--- src/rtl/radio_cfg_pkg.sv ---
// Register map constants for the radio configuration register bank.
// Assumes an 8-bit register command path with a 5-bit register address.
`default_nettype none
package radio_cfg_pkg;
  localparam logic [4:0] ADDR_CONFIG = 5'h00;
  localparam logic [4:0] ADDR_AUTO_ACK = 5'h01;
  localparam logic [4:0] ADDR_RX_PIPE = 5'h02;
  localparam logic [4:0] ADDR_AW_SETUP = 5'h03;
  localparam logic [4:0] ADDR_TEST_LO = 5'h18;
  localparam logic [4:0] ADDR_TEST_HI = 5'h1b;
  localparam int BIT_RX_MASK = 6;
  localparam int BIT_TX_MASK = 5;
  localparam int BIT_RT_MASK = 4;
  localparam int BIT_CRC_EN = 3;
  localparam int BIT_CRC_LEN = 2;
  localparam int BIT_POWER_UP_CTL = 1;
  localparam int BIT_RECEIVE_ROLE_SEL = 0;
  localparam int NUM_PIPES = 6;
  localparam logic [6:0] CONFIG_RST = 7'h08;
  localparam logic [5:0] AUTO_ACK_RST = 6'h3f;
  localparam logic [5:0] RX_PIPE_RST = 6'h03;
  localparam logic [1:0] AW_RST = 2'h3;
  localparam logic [1:0] AW_ILLEGAL = 2'h0;
  localparam logic [1:0] AW_3B = 2'h1;
  localparam logic [1:0] AW_4B = 2'h2;
  localparam logic [1:0] AW_5B = 2'h3;
  localparam logic [2:0] BYTES_3 = 3'h3;
  localparam logic [2:0] BYTES_4 = 3'h4;
  localparam logic [2:0] BYTES_5 = 3'h5;
endpackage : radio_cfg_pkg
`default_nettype wire

--- src/rtl/radio_config_register_bank.sv ---
// Configuration register bank of the radio transceiver plus its IRQ line.
// Assumes the command decoder presents single-cycle read/write strobes
// with a register address and data, synchronous to clk.
// Functional notes
// - Registers are reached only by read/write commands selecting an address.
// - Undefined bits read back as zero.
// - Bit 6 masks receive-ready flag from the active-low IRQ line.
// - Bit 5 masks transmit-sent flag from the IRQ line.
// - Bit 4 masks retry-limit flag from the IRQ line.
// - CRC enable resets to one, forced one while any auto-ack bit set.
// - Bit 2 selects one-byte (0) or two-byte (1) checksum.
// - Bit 1 powers up; bit 0 selects primary receiver; both reset zero.
// - Six auto-ack enables, all resetting to one.
// - Two-bit address width common to all pipes; 00 illegal.
// - Width 01/10/11 means three/four/five bytes, low bytes used.
// - IRQ stays active until its source flag is cleared by writing one or its mask bit is set.
`timescale 1ns/1ps
`default_nettype none
module radio_config_register_bank
  import radio_cfg_pkg::*;
(
  input wire logic clk,
  input wire logic nrst,
  input wire logic regWrite,
  input wire logic regRead,
  input wire logic [4:0] regAddr,
  input wire logic [7:0] regWdata,
  output logic [7:0] regRdata,
  output logic testAccessErr,
  input wire logic rxDataReadyFlag,
  input wire logic txSentFlag,
  input wire logic retryLimitFlag,
  output logic radioIrqLineN,
  output logic crcEnable,
  output logic crcLengthSel,
  output logic powerUpCtl,
  output logic receiveRoleSel,
  output logic [5:0] pipeAutoAckEn,
  output logic [5:0] pipeRxEn,
  output logic [1:0] addrWidthField,
  output logic [2:0] addrWidthBytes,
  output logic addrWidthIllegal
);
  logic [6:0] config_reg;
  logic [5:0] autoAck_reg;
  logic [5:0] rxPipe_reg;
  logic [1:0] aw_reg;
  logic [7:0] rdata_reg;
  logic [7:0] rdata_next;
  logic testErr_reg;

  // Address decode for write strobes
  wire selCfg = regWrite && (regAddr == ADDR_CONFIG);
  wire selAck = regWrite && (regAddr == ADDR_AUTO_ACK);
  wire selRxp = regWrite && (regAddr == ADDR_RX_PIPE);
  wire selAw = regWrite && (regAddr == ADDR_AW_SETUP);
  wire inTest = (regAddr >= ADDR_TEST_LO) && (regAddr <= ADDR_TEST_HI);

  // Reserved write bits are dropped so they can never read back nonzero
  wire [6:0] cfgNext = selCfg ? regWdata[6:0] : config_reg;
  wire [5:0] ackNext = selAck ? regWdata[5:0] : autoAck_reg;

  // Register storage
  always_ff @(posedge clk or negedge nrst) begin
    if (!nrst) begin
      config_reg <= CONFIG_RST;
      autoAck_reg <= AUTO_ACK_RST;
      rxPipe_reg <= RX_PIPE_RST;
      aw_reg <= AW_RST;
    end else begin
      config_reg <= cfgNext;
      autoAck_reg <= ackNext;
      if (selRxp) begin
        rxPipe_reg <= regWdata[5:0];
      end
      if (selAw) begin
        aw_reg <= regWdata[1:0];
      end
    end
  end

  // Effective CRC enable: forced while any pipe acknowledges
  assign crcEnable = config_reg[BIT_CRC_EN] | (|autoAck_reg);
  assign crcLengthSel = config_reg[BIT_CRC_LEN];
  assign powerUpCtl = config_reg[BIT_POWER_UP_CTL];
  assign receiveRoleSel = config_reg[BIT_RECEIVE_ROLE_SEL];
  assign addrWidthField = aw_reg;
  assign addrWidthIllegal = (aw_reg == AW_ILLEGAL);

  // Per-pipe enable outputs
  genvar p;
  generate
    for (p = 0; p < NUM_PIPES; p++) begin : gPipe
      assign pipeAutoAckEn[p] = autoAck_reg[p];
      assign pipeRxEn[p] = rxPipe_reg[p];
    end
  endgenerate

  // Width in bytes; shorter widths use the low address bytes
  assign addrWidthBytes = (aw_reg == AW_3B) ? BYTES_3 :
                          (aw_reg == AW_4B) ? BYTES_4 :
                          (aw_reg == AW_5B) ? BYTES_5 : 3'h0;

  // Active-low IRQ: flags stay set until cleared by their owner
  wire rxIrq = rxDataReadyFlag & ~config_reg[BIT_RX_MASK];
  wire txIrq = txSentFlag & ~config_reg[BIT_TX_MASK];
  wire rtIrq = retryLimitFlag & ~config_reg[BIT_RT_MASK];
  assign radioIrqLineN = ~(rxIrq | txIrq | rtIrq);

  // Read mux; unmapped addresses and undefined bits return zero
  wire [7:0] cfgRead = {1'b0, config_reg[6:4], crcEnable, config_reg[2:0]};
  always_comb begin
    rdata_next = rdata_reg;
    if (regRead) begin
      unique case (regAddr)
        ADDR_CONFIG: rdata_next = cfgRead;
        ADDR_AUTO_ACK: rdata_next = {2'h0, autoAck_reg};
        ADDR_RX_PIPE: rdata_next = {2'h0, rxPipe_reg};
        ADDR_AW_SETUP: rdata_next = {6'h00, aw_reg};
        default: rdata_next = 8'h00;
      endcase
    end
  end

  // Read data registered; test-range writes are flagged, not performed
  always_ff @(posedge clk or negedge nrst) begin
    if (!nrst) begin
      rdata_reg <= 8'h00;
      testErr_reg <= 1'b0;
    end else begin
      rdata_reg <= rdata_next;
      testErr_reg <= regWrite && inTest;
    end
  end
  assign regRdata = rdata_reg;
  assign testAccessErr = testErr_reg;

  // Checks
  crc_forced_a: assert property (@(posedge clk) disable iff (!nrst)
    (|autoAck_reg) |-> crcEnable) else $error("crc not forced");
  crc_reset_a: assert property (@(posedge clk) disable iff (!nrst)
    $rose(nrst) |-> config_reg[BIT_CRC_EN]) else $error("crc reset wrong");
  rd_reserved_a: assert property (@(posedge clk) disable iff (!nrst)
    regRead && (regAddr == ADDR_AW_SETUP) |=> regRdata[7:2] == 6'h00)
    else $error("reserved bits nonzero");
  rd_unmapped_a: assert property (@(posedge clk) disable iff (!nrst)
    regRead && (regAddr > ADDR_AW_SETUP) |=> regRdata == 8'h00)
    else $error("unmapped read nonzero");
  rx_mask_a: assert property (@(posedge clk) disable iff (!nrst)
    rxDataReadyFlag && !config_reg[BIT_RX_MASK] |-> !radioIrqLineN)
    else $error("rx irq missing");
  tx_mask_a: assert property (@(posedge clk) disable iff (!nrst)
    txSentFlag && !config_reg[BIT_TX_MASK] |-> !radioIrqLineN)
    else $error("tx irq missing");
  rt_mask_a: assert property (@(posedge clk) disable iff (!nrst)
    retryLimitFlag && !config_reg[BIT_RT_MASK] |-> !radioIrqLineN)
    else $error("rt irq missing");
  irq_idle_a: assert property (@(posedge clk) disable iff (!nrst)
    !rxDataReadyFlag && !txSentFlag && !retryLimitFlag |-> radioIrqLineN)
    else $error("irq without source");
  cfg_write_a: assert property (@(posedge clk) disable iff (!nrst)
    selCfg |=> {crcLengthSel, powerUpCtl, receiveRoleSel} == $past(regWdata[2:0]))
    else $error("config write lost");
  ack_write_a: assert property (@(posedge clk) disable iff (!nrst)
    selAck |=> pipeAutoAckEn == $past(regWdata[5:0]))
    else $error("ack write lost");
  rxp_write_a: assert property (@(posedge clk) disable iff (!nrst)
    selRxp |=> pipeRxEn == $past(regWdata[5:0]))
    else $error("pipe write lost");
  aw_bytes_a: assert property (@(posedge clk) disable iff (!nrst)
    aw_reg != AW_ILLEGAL |-> addrWidthBytes == {1'b0, aw_reg} + 3'h2)
    else $error("width decode wrong");
  aw_write_a: assert property (@(posedge clk) disable iff (!nrst)
    selAw |=> addrWidthField == $past(regWdata[1:0]))
    else $error("width write lost");

  // Reset values seen at the first edge after release
  rst_ack_a: assert property (@(posedge clk) disable iff (!nrst)
    $rose(nrst) |-> autoAck_reg == AUTO_ACK_RST)
    else $error("auto-ack reset wrong");
  rst_rxp_a: assert property (@(posedge clk) disable iff (!nrst)
    $rose(nrst) |-> rxPipe_reg == RX_PIPE_RST)
    else $error("pipe reset wrong");
  rst_mask_a: assert property (@(posedge clk) disable iff (!nrst)
    $rose(nrst) |-> config_reg[6:4] == 3'h0)
    else $error("mask reset wrong");
  rst_role_a: assert property (@(posedge clk) disable iff (!nrst)
    $rose(nrst) |-> config_reg[2:0] == 3'h0)
    else $error("role reset wrong");
  rst_rdata_a: assert property (@(posedge clk) disable iff (!nrst)
    $rose(nrst) |-> regRdata == 8'h00)
    else $error("read data reset wrong");

  // Storage only moves on a write that selects it
  cfg_hold_a: assert property (@(posedge clk) disable iff (!nrst)
    !selCfg |=> $stable(config_reg))
    else $error("config changed unasked");
  ack_hold_a: assert property (@(posedge clk) disable iff (!nrst)
    !selAck |=> $stable(autoAck_reg))
    else $error("auto-ack changed unasked");
  rxp_hold_a: assert property (@(posedge clk) disable iff (!nrst)
    !selRxp |=> $stable(rxPipe_reg))
    else $error("pipe changed unasked");
  aw_hold_a: assert property (@(posedge clk) disable iff (!nrst)
    !selAw |=> $stable(aw_reg))
    else $error("width changed unasked");
  wr_unmapped_a: assert property (@(posedge clk) disable iff (!nrst)
    regWrite && (regAddr > ADDR_AW_SETUP) |=> $stable(config_reg) &&
    $stable(autoAck_reg) && $stable(rxPipe_reg) && $stable(aw_reg))
    else $error("unmapped write landed");

  // Test-range writes must leave the map alone; the error pulse lasts one cycle
  test_ignore_a: assert property (@(posedge clk) disable iff (!nrst)
    regWrite && inTest |=> $stable(config_reg) && $stable(autoAck_reg))
    else $error("test write landed");
  test_flag_a: assert property (@(posedge clk) disable iff (!nrst)
    regWrite && inTest |=> testAccessErr)
    else $error("test write not flagged");
  test_quiet_a: assert property (@(posedge clk) disable iff (!nrst)
    !(regWrite && inTest) |=> !testAccessErr)
    else $error("test flag spurious");

  // Read-back contents, one cycle after the read strobe
  rd_cfg_a: assert property (@(posedge clk) disable iff (!nrst)
    regRead && (regAddr == ADDR_CONFIG) |=> regRdata ==
    {1'b0, $past(config_reg[6:4]), $past(crcEnable), $past(config_reg[2:0])})
    else $error("config read wrong");
  rd_ack_a: assert property (@(posedge clk) disable iff (!nrst)
    regRead && (regAddr == ADDR_AUTO_ACK) |=> regRdata == {2'h0, $past(autoAck_reg)})
    else $error("auto-ack read wrong");
  rd_rxp_a: assert property (@(posedge clk) disable iff (!nrst)
    regRead && (regAddr == ADDR_RX_PIPE) |=> regRdata == {2'h0, $past(rxPipe_reg)})
    else $error("pipe read wrong");
  rd_aw_a: assert property (@(posedge clk) disable iff (!nrst)
    regRead && (regAddr == ADDR_AW_SETUP) |=> regRdata[1:0] == $past(aw_reg))
    else $error("width read wrong");
  rd_hold_a: assert property (@(posedge clk) disable iff (!nrst)
    !regRead |=> $stable(regRdata))
    else $error("read data moved");
  rd_bit7_a: assert property (@(posedge clk) disable iff (!nrst)
    !regRdata[7])
    else $error("bit 7 read nonzero");
  // A read in the same cycle as a write returns the old contents
  cfg_noread_a: assert property (@(posedge clk) disable iff (!nrst)
    regRead && regWrite && (regAddr == ADDR_CONFIG) |=>
    regRdata[2:0] == $past(config_reg[2:0]))
    else $error("read saw new value");

  // A set mask keeps its source off the line
  rx_quiet_a: assert property (@(posedge clk) disable iff (!nrst)
    config_reg[BIT_RX_MASK] && !txIrq && !rtIrq |-> radioIrqLineN)
    else $error("rx irq not masked");
  tx_quiet_a: assert property (@(posedge clk) disable iff (!nrst)
    config_reg[BIT_TX_MASK] && !rxIrq && !rtIrq |-> radioIrqLineN)
    else $error("tx irq not masked");
  rt_quiet_a: assert property (@(posedge clk) disable iff (!nrst)
    config_reg[BIT_RT_MASK] && !rxIrq && !txIrq |-> radioIrqLineN)
    else $error("rt irq not masked");
  irq_mask_all_a: assert property (@(posedge clk) disable iff (!nrst)
    (&config_reg[6:4]) |-> radioIrqLineN)
    else $error("irq with all masked");
  irq_source_a: assert property (@(posedge clk) disable iff (!nrst)
    !radioIrqLineN |-> rxDataReadyFlag || txSentFlag || retryLimitFlag)
    else $error("irq low without flag");
  mask_write_a: assert property (@(posedge clk) disable iff (!nrst)
    selCfg |=> config_reg[6:4] == $past(regWdata[6:4]))
    else $error("mask write lost");

  // CRC control: stored bit only shows when no pipe acknowledges
  crc_free_a: assert property (@(posedge clk) disable iff (!nrst)
    !(|autoAck_reg) |-> crcEnable == config_reg[BIT_CRC_EN])
    else $error("crc not from register");
  crc_bit_a: assert property (@(posedge clk) disable iff (!nrst)
    selCfg && (|autoAck_reg) |=> crcEnable)
    else $error("crc cleared while forced");
  crc_drop_a: assert property (@(posedge clk) disable iff (!nrst)
    selAck && (regWdata[5:0] == 6'h00) |=> crcEnable == config_reg[BIT_CRC_EN])
    else $error("crc still forced");
  crc_write_a: assert property (@(posedge clk) disable iff (!nrst)
    selCfg |=> config_reg[BIT_CRC_EN] == $past(regWdata[BIT_CRC_EN]))
    else $error("crc write lost");
  crc_len_a: assert property (@(posedge clk) disable iff (!nrst)
    selCfg |=> crcLengthSel == $past(regWdata[BIT_CRC_LEN]))
    else $error("crc length write lost");
  pwr_write_a: assert property (@(posedge clk) disable iff (!nrst)
    selCfg |=> powerUpCtl == $past(regWdata[BIT_POWER_UP_CTL]))
    else $error("power write lost");
  role_write_a: assert property (@(posedge clk) disable iff (!nrst)
    selCfg |=> receiveRoleSel == $past(regWdata[BIT_RECEIVE_ROLE_SEL]))
    else $error("role write lost");

  // Width decode: the illegal code yields no byte count
  aw_illegal_a: assert property (@(posedge clk) disable iff (!nrst)
    addrWidthIllegal |-> addrWidthBytes == 3'h0)
    else $error("illegal width decoded");
  aw_legal_a: assert property (@(posedge clk) disable iff (!nrst)
    !addrWidthIllegal |-> (addrWidthBytes >= BYTES_3) && (addrWidthBytes <= BYTES_5))
    else $error("width out of range");
endmodule : radio_config_register_bank
`default_nettype wire

--- config.mk ---
export PLATFORM = sky130hd
export DESIGN_NAME = radio_config_register_bank
export DESIGN_NICKNAME = d
export VERILOG_FILES = /design/src/rtl/radio_cfg_pkg.sv /design/src/rtl/radio_config_register_bank.sv
export SDC_FILE = /design/constraint.sdc
export NUM_CORES = 1
export LEC_CHECK = 0
export BUFFER_PORTS_ARGS = -buffer_cell sky130_fd_sc_hd__buf_2
export CORE_UTILIZATION = 48
export DETAILED_ROUTE_END_ITERATION = 7
export PLACE_DENSITY = 0.83
export SYNTH_ARGS = -nofsm -noshare
export SYNTH_HDL_FRONTEND = slang
export SYNTH_SLANG_ARGS = --single-unit
--- constraint.sdc ---
create_clock -name clk -period 1.4 [get_ports clk]
set_input_delay 0.14 -clock clk [delete_from_list [all_inputs] [get_ports clk]]
set_output_delay 0.14 -clock clk [all_outputs]
set_load 0.02 [all_outputs]
Yosys cells after proc, flatten, opt, wreduce, memory -nomap -nowiden. Index checks and enable logic that the tools add are counted.

Bitwise logic cells: 10. Reduce and logical (&&, ||, !) cells: 9. Order comparisons: 2. Muxes and demuxes: 4. Equal/unequal tests: 6.

Operator list (count): 7-bit case mux with 4 select lines (1); 5-bit by 2-bit == test with 1-bit output (second input constant) (2); 3-bit two-way mux (3); 1-bit logical AND (6); 6-bit OR reduction (1); 5-bit by 1-bit == test with 1-bit output (second input constant) (1); 5-bit >= comparator (second input constant) (1); 5-bit less-or-equal comparator (second input constant) (1); 5-bit zero test (1); 2-bit == test (second input constant) (2); 1-bit inverter (4); 1-bit AND (3); 1-bit OR (3); 2-bit by 1-bit == test with 1-bit output (second input constant) (1); 2-bit zero test (1).

Output and inout port bits: 32. Bits of input ports: 20. Logic and storage cells: 37. Register bits: 30.

Logic depth before layout (Yosys ltp). Gate-level depths: netlist of run 1.

Depth after elaboration: 5. Depth in mapped cells: 4. Depth with buffers taken out: 3.

Least setup slack after synthesis of run 1. OpenSTA, ideal clock, no wires.

Path type: flip-flop to output port. Start point: register autoAck_reg[3] (netlist: pipeAutoAckEn[3]). End point: output crcEnable. Slack: -20 ps. Data arrival time: 1280 ps. Data required time: 1260 ps. Buffers on the path: 0. Stages on the path, launching flop included: 3. Cell sequence: dfstp_2 -> or4_1 -> or2_2.

Cells in the longest elaborated chain, start to end: 2.

RTL lines: start, declared (RTL line radio_config_register_bank.sv:45) `logic [5:0] autoAck_reg;`; start signal, assigned (RTL line radio_config_register_bank.sv:72) `autoAck_reg <= ackNext;`; 6-bit OR reduction (RTL line radio_config_register_bank.sv:83) `assign crcEnable = config_reg[BIT_CRC_EN] | (|autoAck_reg);`; 1-bit OR (RTL line radio_config_register_bank.sv:83); end, declared (RTL line radio_config_register_bank.sv:34) `output logic crcEnable,`.

No other way between the ends.

Worst setup path in the final report of run 1. Same ends and word-level chain as after synthesis.

==> results of run 1 <==
-- per-layer routing --
layer	track usage	routed length [um]	vias up	share of wire
met3	0.0820	187	5	0.064
li1	-	-	493	-
met4	0.0750	36	0	0.012
met1	0.308	1300	507	0.44
met2	0.359	1420	39	0.48
met5	0	0	-	0
-- how the worst min path moves through the flow --
| stage | startpoint | endpoint | slack [ns] | cells past startpoint |
|---|---|---|---|---|
| finish | regWdata[6] | config_reg[6] | 0.04 | 2 |
| global route | regWdata[6] | config_reg[6] | 0.02 | 2 |
| CTS | regWdata[6] | config_reg[6] | 0.03 | 2 |
| detailed placement | nrst | config_reg[5] | 0.20 | 1 |
| global placement | nrst | config_reg[5] | 0.18 | 1 |
| floorplan | nrst | config_reg[0] | -0.16 | 0 |
-- layout by cell type, fill, tap and decap left out, drive strengths merged --
cell type and count:
and4b 1, buf 58, mux2 21, or2 1
a222oi 1, nand3 2, nand3b 1, dlygate4sd3 1
nor3 1, and2b 1, dfstp 11, mux2i 3
nor4b 1, or4 1, and3 1, nand2b 1
o21ai 2, o211ai 1, nor2 2, clkbuf 7
nor2b 1, dfrtp 18, nand2 5, or3 1
mux4 2, a2bb2oi 4, a32oi 1, inv 9
o22ai 4, clkinv 1, conb 1
-- through the flow --
stage	std cells	power, W	hold slack [ns]	util	setup TNS (ns)
floorplan	104	0.00154	-0.156	-	0
global placement	184	0.00178	0.176	0.646	-0.0369
detailed placement	184	0.00181	0.195	0.646	-0.0697
CTS	195	0.00243	0.0270	0.687	-0.410
global route	195	0.00255	0.0243	0.689	-0.489
finish	195	0.00241	0.0393	0.689	-0.357
-- cell families (layout without fill, tap and decap cells) --
logic type	Yosys count	after routing	synth area share
AND/OR/NAND/NOR	20	20	0.101
buffers and inverters	15	76	0.0463
flip-flops	29	29	0.548
multiplexers	26	26	0.231
AO/OA/AOI/OAI	13	13	0.0714
other	1	1	0.00278
-- cells in the mapped netlist (all sizes together) --
library cell | instances | area, sq um
or2 | 1 | 6.26
mux2 | 21 | 236
mux4 | 2 | 45.0
nor2b | 1 | 6.26
buf | 3 | 17.5
nand3 | 2 | 10.0
conb | 1 | 3.75
a222oi | 1 | 10.0
and4b | 1 | 10.0
nand3b | 1 | 11.3
mux2i | 3 | 30.0
a2bb2oi | 4 | 35.0
dfstp | 11 | 289
nor4b | 1 | 23.8
dfrtp | 18 | 450
and2b | 1 | 7.51
and3 | 1 | 7.51
nor3 | 1 | 5.00
nor2 | 2 | 7.51
o21ai | 2 | 10.0
or3 | 1 | 6.26
nand2b | 1 | 6.26
nand2 | 5 | 21.3
o211ai | 1 | 7.51
a32oi | 1 | 8.76
o22ai | 4 | 25.0
clkbuf | 3 | 11.3
or4 | 1 | 7.51
inv | 9 | 33.8
-- where the power goes --
part	leakage, nW	switching, W	internal, W
logic	0.499	0.000380	0.000338
registers	0.354	0.0000990	0.00101
clock network	0.0413	0.000291	0.000291
total	0.894	0.000769	0.00164
-- repair_timing --
action,4_1_cts,5_1_grt
endpoints found under the setup margin,2,3
resized for setup,3,2
hold buffers,1,0
endpoints found under the hold margin,18,0
buffers inserted,2,0
pin swaps,2,0
-- critical path, cell delays in order (launching register included) --
cell and delay [ns]:
sky130_fd_sc_hd__dfstp_2 0.38, sky130_fd_sc_hd__or4_4 0.52, sky130_fd_sc_hd__or2_4 0.24, sky130_fd_sc_hd__buf_6 0.13
-- cell type report --
class                   count  area [sq um]
fillers                   200           798
inverters                   9          33.8
multi-input cells          60           557
repair buffers             59           332
well taps                  30          37.5
flip-flops and latches     29           739
clock buffers               7          65.1
clock inverters             1          5.00
==> flow_summary.ini, run 1 <==
[critical_path]
critical_path.endpoint_type = primary output
setup.worst_path.start_class = flop
timing.critical_path.required_ns = 1.26
ff2ff_path_depth = 3
startpoint = pipeAutoAckEn[3]
critPathMaxFanout = 2
end_point_of_the_critical_path = crcEnable
timing.rr.start = pipeAutoAckEn[3]
cp.arrival_ns = 1.60
r2r_slack_ns = 0.08
rr_endpoint = regRdata[3]
criticalPathCategory = reg2out

[final_layout]
area_delta_synth_final_pct = 31.0
finish.instance_area_sq_um = 1770
design.final.nets = 184
fraction_of_layout_cells_with_a_size_suffix_above_1 = 0.648
num_antenna_cells = 0

[clock_tree]
h-tree-depth = 2
tritoncts_num_sinks = 29
clk_pin_slew_ns = 0.09
clock_tree.buffer_depth = 2
ctsRootBufferMaster = sky130_fd_sc_hd__clkbuf_4
cts_buffers = 5
clk_lat_worst_skew_ns = 0.33
cts_tree = built

[floorplan]
dieHeight_um = 55.0
fp.dieArea_sq_um = 3030
floorplan.die.width_um = 55.0
floorplan.initialDensity = 0.526
core-area_sq_um = 2570
num_io_pins = 52
placementRows = 18

[timing]
layout_min_cycle_time_ns = 1.74
report.final.setup_viol = 2
fin_ws_ns = -0.344
worst-slew-pin-transition_ns = 0.611
finalHoldViolations = 0
max_clock_freq_ghz = 0.574
slew-limit-headroom = 0.593
clock-skew-final_ns = 0.00160
grt_setup_unrepaired = yes
slew_viol_final = 0
period_share = 1.25

[routing]
vias = 1044
routed_wl_mm = 2.94
drc = 0
drt-initial-drc-count = 15
drt_first_pass_iters = 4
routed_via_density = 5.35
drt.antenna.violating_nets = 0
route.detailed.wl_per_inst_um = 15.1

[power_and_ir_drop]
power-per-cell-area_nw_per_um2 = 1360
p_leak_nw = 0.894
vdd_ir_drop_max_mv = 1.26

[yosys]
synthesis.yosys.warnings = 0
synth_area_sq_um = 1350
mappedNetlistNets = 124
post_synth.cell_area_avg_sq_um = 13.0
synth_sequential_area_ratio = 0.548
syn_inst = 104
yosys.cell_types.count = 31
yosys_register_bits = 29

[place]
gp_congestion = 0.752
dp_worst_setup_slack_ns = -0.0697
hpwlAfterDp_mm = 2.22
placement.io_buffers = 49
placed_area_sq_um = 1660

[global_routing]
first_pass_grt_wire_length_mm = 4.70
initial_antenna_violation_count = 0
grt_util_all_layers = 0.234
number_of_global_route_vias_before_repair = 1029
grt_max_degree = 30
overflow = 0

[outcome]
status = finished, violations left
violations = setup timing

[hold_path]
min-delay-path-class = in2reg

[flow_run]
drv_cap = 0
Note: power is estimated with default switching activity, not from simulation.
==> run 2: changes to the inputs <==
Settings changed: CELL_PAD_IN_SITES_DETAIL_PLACEMENT from default to 1, CELL_PAD_IN_SITES_GLOBAL_PLACEMENT from default to 1, CORE_MARGIN from default to 4, CORE_UTILIZATION 48 to 37, PLACE_DENSITY 0.83 to 0.82.
Clock period 1.4 ns to 1.77 ns, I/O delays scaled along.
==> run 2 against run 1 <==
  * Core utilization down 19 points
  * Worst hold slack improved by 0.093 ns
  * Largest cell class unchanged
  * Worst setup slack improved by 0.37 ns
  * Critical path depth unchanged
  * Combinational power shrank 25%
  * The run now ends clean
==> flow_summary.ini, run 2 (synthesis results as in run 1) <==
[clock_tree]
clk_pin_slew_ns = 0.06
cts_tree = built
clock_tree.buffer_depth = 2
cts_buffers = 5
ctsRootBufferMaster = sky130_fd_sc_hd__clkbuf_8
h-tree-depth = 2
clk_lat_worst_skew_ns = 0.29
tritoncts_num_sinks = 29

[power_and_ir_drop]
vdd_ir_drop_max_mv = 0.378
power-per-cell-area_nw_per_um2 = 1120
p_leak_nw = 0.852

[critical_path]
critical_path.cell_chain = or4_4 -> or2_4 -> buf_6
critPathMaxFanout = 4
end_point_of_the_critical_path = crcEnable
ff2ff_path_depth = 3
critical_path.slowest_cell = sky130_fd_sc_hd__or4_4
timing.critical_path.required_ns = 1.59
rr_endpoint = regRdata[3]
startpoint = pipeAutoAckEn[3]
setup.worst_path.start_class = flop
timing.rr.start = pipeAutoAckEn[3]
critical_path.endpoint_type = primary output
criticalPathCategory = reg2out
worst_path_largest_cell_delay_ns = 0.53
r2r_slack_ns = 0.44
cp.arrival_ns = 1.57

[place]
dp_worst_setup_slack_ns = 0.204
placed_cells = 194
placed_area_sq_um = 1630
hpwlAfterDp_mm = 2.74
gp_congestion = 0.791
placement.io_buffers = 49

[routing]
drt_first_pass_iters = 4
routed_via_density = 5.04
drt.antenna.violating_nets = 0
vias = 1023
drt-initial-drc-count = 52
drc = 0
routed_wl_mm = 3.56
route.detailed.wl_per_inst_um = 17.5

[final_layout]
mostFrequentLayoutCell = sky130_fd_sc_hd__buf_2
final_instance_count_excl_fillers = 203
design.final.nets = 176
finish.instance_area_sq_um = 1730
fraction_of_layout_cells_with_a_size_suffix_above_1 = 0.605
num-fill-cells = 385
layout.cells.most_common_list = sky130_fd_sc_hd__buf_2, sky130_fd_sc_hd__mux2_2, sky130_fd_sc_hd__dfrtp_1
area_delta_synth_final_pct = 28.5
num_antenna_cells = 0

[global_routing]
grt_util_all_layers = 0.172
grt_max_degree = 30
first_pass_grt_wire_length_mm = 5.53
number_of_global_route_vias_before_repair = 1141
initial_antenna_violation_count = 0
overflow = 0

[hold_path]
min-delay-path-class = in2reg

[timing]
finalHoldViolations = 0
period_share = 0.986
setup_total_negative_slack_ns = 0
finalHoldWorstSlack_ns = 0.132
max_clock_freq_ghz = 0.573
slew_viol_final = 0
grt_setup_unrepaired = yes
fin_ws_ns = 0.0248
worst-slew-pin-transition_ns = 0.649
slew-limit-headroom = 0.567
layout_min_cycle_time_ns = 1.75
clock-skew-final_ns = 0.00420
report.final.setup_viol = 0

[floorplan]
floorplan.initialDensity = 0.392
core-area_sq_um = 3440
placementRows = 21
floorplan.die.width_um = 68.4
num_io_pins = 52
fp.dieArea_sq_um = 4680
dieHeight_um = 68.4

[outcome]
status = complete, no violations

[flow_run]
drv_cap = 0
==> run 2: repair_timing <==
action                                  CTS  global route
endpoints found under the hold margin    18             0
pin swaps                                 1             0
endpoints found under the setup margin    1             1
buffers inserted                          0             0
gates resized for setup                   4             0
hold buffers                              1             0
==> run 2: worst max-delay path: cells and delay by family (launching register included) <==
kind | cells | cell delay [ns]
buffers and inverters | 1 | 0.13
DFF | 1 | 0.38
and+or+nand+nor | 2 | 0.78
==> run 2: layout make-up <==
class	count	area (sq um)	share of cell area
Clock buffer	8	80.1	0.0462
Inverter	9	33.8	0.0195
Multi-Input combinational cell	60	554	0.320
Sequential cell	29	739	0.426
Tap cell	46	57.6	0.0332
Timing Repair Buffer	51	269	0.155
==> run 2: power breakdown <==
group / switching [W] / internal [W] / leakage [nW]
combinational: 0.000303 / 0.000236 / 0.459
clock: 0.000244 / 0.000278 / 0.0395
sequential: 0.0000877 / 0.000801 / 0.354
==> run 2: worst min-delay path by stage <==
stage	cells after the start	start	end	slack (ns)
final	2	regWdata[6]	config_reg[6]	0.13
after global routing	2	regWdata[6]	config_reg[6]	0.13
after CTS	2	regWdata[6]	config_reg[6]	0.12
after detailed placement	1	nrst	config_reg[6]	0.24
after global placement	1	nrst	config_reg[6]	0.22
after floorplan	0	nrst	config_reg[0]	-0.12
==> run 2: per-stage QoR <==
step,total power [W],util
4_1_cts,0.00198,0.504
5_1_grt,0.00205,0.504
6_report,0.00195,0.504
2_1_floorplan,0.00121,-
3_5_place_dp,0.00142,0.474
3_3_place_gp,0.00139,0.474
==> run 2: routing by layer <==
| layer | share of wire | vias up | track usage |
|---|---|---|---|
| li1 | - | 473 | - |
| met1 | 0.38 | 497 | 0.184 |
| met2 | 0.52 | 36 | 0.288 |
| met3 | 0.051 | 17 | 0.0312 |
| met4 | 0.050 | 0 | 0.149 |
| met5 | 0 | - | 0 |
==> run 3: changes to the inputs <==
Settings changed: ABC_AREA from default to 1, CORE_UTILIZATION 37 to 36, PLACE_DENSITY 0.82 to 0.83.
==> run 3 against run 2 <==
  * Final cell count up 39%
  * Global-route usage decreased by 0.20 points
  * Largest cell class unchanged
  * Final area grew 9.8%
  * Sequential power up 3.5%
  * Wire length grew 15%
  * Synthesized area increased by 13%
  * Clock power rose by 34%
  * Critical endpoint unchanged
  * Worst hold slack lost 0.026 ns
==> flow_summary.ini, run 3 <==
[outcome]
status = complete, no violations

[critical_path]
worst_path_largest_cell_delay_ns = 0.55
critPathMaxFanout = 3
startpoint = pipeAutoAckEn[0]
r2r_slack_ns = 0.67
rr_endpoint = regRdata[3]
critical_path.most_common_cell = sky130_fd_sc_hd__nand2_1
critical_path.endpoint_type = primary output
critical_path.slowest_cell = sky130_fd_sc_hd__dfstp_2
criticalPathCategory = reg2out
setup.worst_path.start_class = flop
critical_path.cell_chain = inv_1 -> nand2_1 -> nor2_1 -> nand2_1 -> buf_2
ff2ff_path_depth = 8
cp.arrival_ns = 1.26
timing.critical_path.required_ns = 1.59
timing.rr.start = pipeAutoAckEn[0]

[final_layout]
layout.cells.most_common_list = sky130_fd_sc_hd__nand2_1, sky130_fd_sc_hd__buf_2, sky130_fd_sc_hd__inv_1, sky130_fd_sc_hd__dfrtp_1, sky130_fd_sc_hd__o21ai_0
mostFrequentLayoutCell = sky130_fd_sc_hd__nand2_1
design.final.nets = 251
num_antenna_cells = 0
fraction_of_layout_cells_with_a_size_suffix_above_1 = 0.384
area_delta_synth_final_pct = 25.2

[floorplan]
placementRows = 23
num_io_pins = 52
floorplan.die.width_um = 73.0
dieHeight_um = 73.0
floorplan.initialDensity = 0.375
core-area_sq_um = 4060
fp.dieArea_sq_um = 5330

[place]
placement.io_buffers = 49
dp_worst_setup_slack_ns = 0.312
hpwlAfterDp_mm = 3.13
gp_congestion = 0.788

[yosys]
synth_area_sq_um = 1520
synth_area_leader_cell = sky130_fd_sc_hd__dfrtp_1
synthDominantCellAreaShare = 0.296
postSynth.topFlopCell = sky130_fd_sc_hd__dfrtp_1
yosys.cell_count.top_type = sky130_fd_sc_hd__nand2_1
yosys-top-cells-area = sky130_fd_sc_hd__dfrtp_1, sky130_fd_sc_hd__dfstp_2, sky130_fd_sc_hd__nand2_1, sky130_fd_sc_hd__nand4_1, sky130_fd_sc_hd__o21ai_0
post_synth_most_frequent_cells = sky130_fd_sc_hd__nand2_1, sky130_fd_sc_hd__dfrtp_1, sky130_fd_sc_hd__inv_1
synth_edf_count = 0
synthesis.yosys.warnings = 0
synth_sequential_area_ratio = 0.486
synth_async_sr_flop_share = 1.00
post_synth.cell_area_avg_sq_um = 8.45
yosys.cell_types.count = 28
yosys_register_bits = 29
mappedNetlistNets = 200
syn_inst = 180

[routing]
routed_via_density = 4.87
vias = 1374
drt_first_pass_iters = 4
routed_wl_mm = 4.08
drc = 0
drt-initial-drc-count = 44
drt.antenna.violating_nets = 0
route.detailed.wl_per_inst_um = 14.5

[global_routing]
grt_max_degree = 30
initial_antenna_violation_count = 0
overflow = 0
grt_util_all_layers = 0.170
first_pass_grt_wire_length_mm = 6.87
number_of_global_route_vias_before_repair = 1399

[timing]
report.final.setup_viol = 0
worst-slew-pin-transition_ns = 0.655
max_clock_freq_ghz = 0.694
period_share = 0.814
finalHoldViolations = 0
setup_total_negative_slack_ns = 0
slew-limit-headroom = 0.563
grt_setup_unrepaired = no
fin_ws_ns = 0.329
layout_min_cycle_time_ns = 1.44
slew_viol_final = 0
clock-skew-final_ns = 0.00648
finalHoldWorstSlack_ns = 0.106

[power_and_ir_drop]
vdd_ir_drop_max_mv = 0.564
internal_power_w = 0.00144
power.switching_fraction = 0.326
p_leak_nw = 1.01
clkPwrFrac = 0.328
tot_pwr_w = 0.00214
power-per-cell-area_nw_per_um2 = 1120
combinationalPowerShare = 0.243
total_switching_power_w = 0.000699
seqPwrFrac = 0.430

[flow_run]
drv_cap = 0

[clock_tree]
clk_lat_worst_skew_ns = 0.28
clock_tree.buffer_depth = 2
clk_pin_slew_ns = 0.06
cts_tree = built
h-tree-depth = 2
cts_buffers = 5
ctsRootBufferMaster = sky130_fd_sc_hd__clkbuf_8
cts_resized = 0
tritoncts_num_sinks = 29

[hold_path]
min_delay_path_depth = 2
min_delay_worst_endpoint = testAccessErr
min-delay-path-class = in2reg
timing.hold.worst.start = regAddr[2]
-- run 3: area by class of cell --
cell class | instances | area (sq um)
Inverter | 21 | 78.8
Multi-Input combinational cell | 121 | 629
Fill cell | 513 | 2150
Sequential cell | 29 | 739
Clock inverter | 1 | 30.0
Clock buffer | 7 | 86.3
Timing Repair Buffer | 53 | 278
Tap cell | 50 | 62.6
-- run 3: how the worst max path moves through the flow --
stage	endpoint	cells after the start	slack, ns
after floorplan	regRdata[3]	8	0.58
after global placement	config_reg[5]	7	0.36
after detailed placement	config_reg[6]	7	0.31
after CTS	crcEnable	5	0.31
after global routing	crcEnable	5	0.24
final	crcEnable	5	0.33
-- run 3: worst max-delay path: cells and delay by family (launching register included) --
family	cells	cell delay [ns]
DFF	1	0.55
and+or+nand+nor	3	0.19
buffers and inverters	2	0.24
-- run 3: through the flow --
stage / cell area (sq um) / std cells / utilization
2_1_floorplan: 1520 / 180 / -
3_3_place_gp: 1780 / 273 / 0.438
3_5_place_dp: 1780 / 273 / 0.438
4_1_cts: 1900 / 282 / 0.469
5_1_grt: 1900 / 282 / 0.469
6_report: 1900 / 282 / 0.469
-- run 3: metal layers --
metal	track usage	wire length, um	vias up
met5	0	0	-
met4	0.0717	35	0
met3	0.0358	150	4
met2	0.291	2170	26
met1	0.205	1720	664
li1	-	-	680
-- run 3: kinds of logic (layout without fill, tap and decap cells) --
kind of cell / Yosys count / count (layout) / synth area share
compound gates: 21 / 21 / 0.0748
buf+inv: 30 / 82 / 0.100
flops: 29 / 29 / 0.486
other cells: 1 / 1 / 0.00246
simple gates: 99 / 99 / 0.336
-- run 3: power by group through the flow --
stage | clock network, W | registers (W) | logic, W
after floorplan | 0 | 0.00103 | 0.000206
after global placement | 0 | 0.000927 | 0.000509
after CTS | 0.000723 | 0.000923 | 0.000531
final | 0.000702 | 0.000920 | 0.000520
after detailed placement | 0 | 0.000933 | 0.000525
after global routing | 0.000751 | 0.000940 | 0.000571
-- run 3: repair_timing --
action / 4_1_cts / 5_1_grt
endpoints found under the hold margin: 18 / 0
hold buffers: 1 / 0
setup buffers: 0 / 0
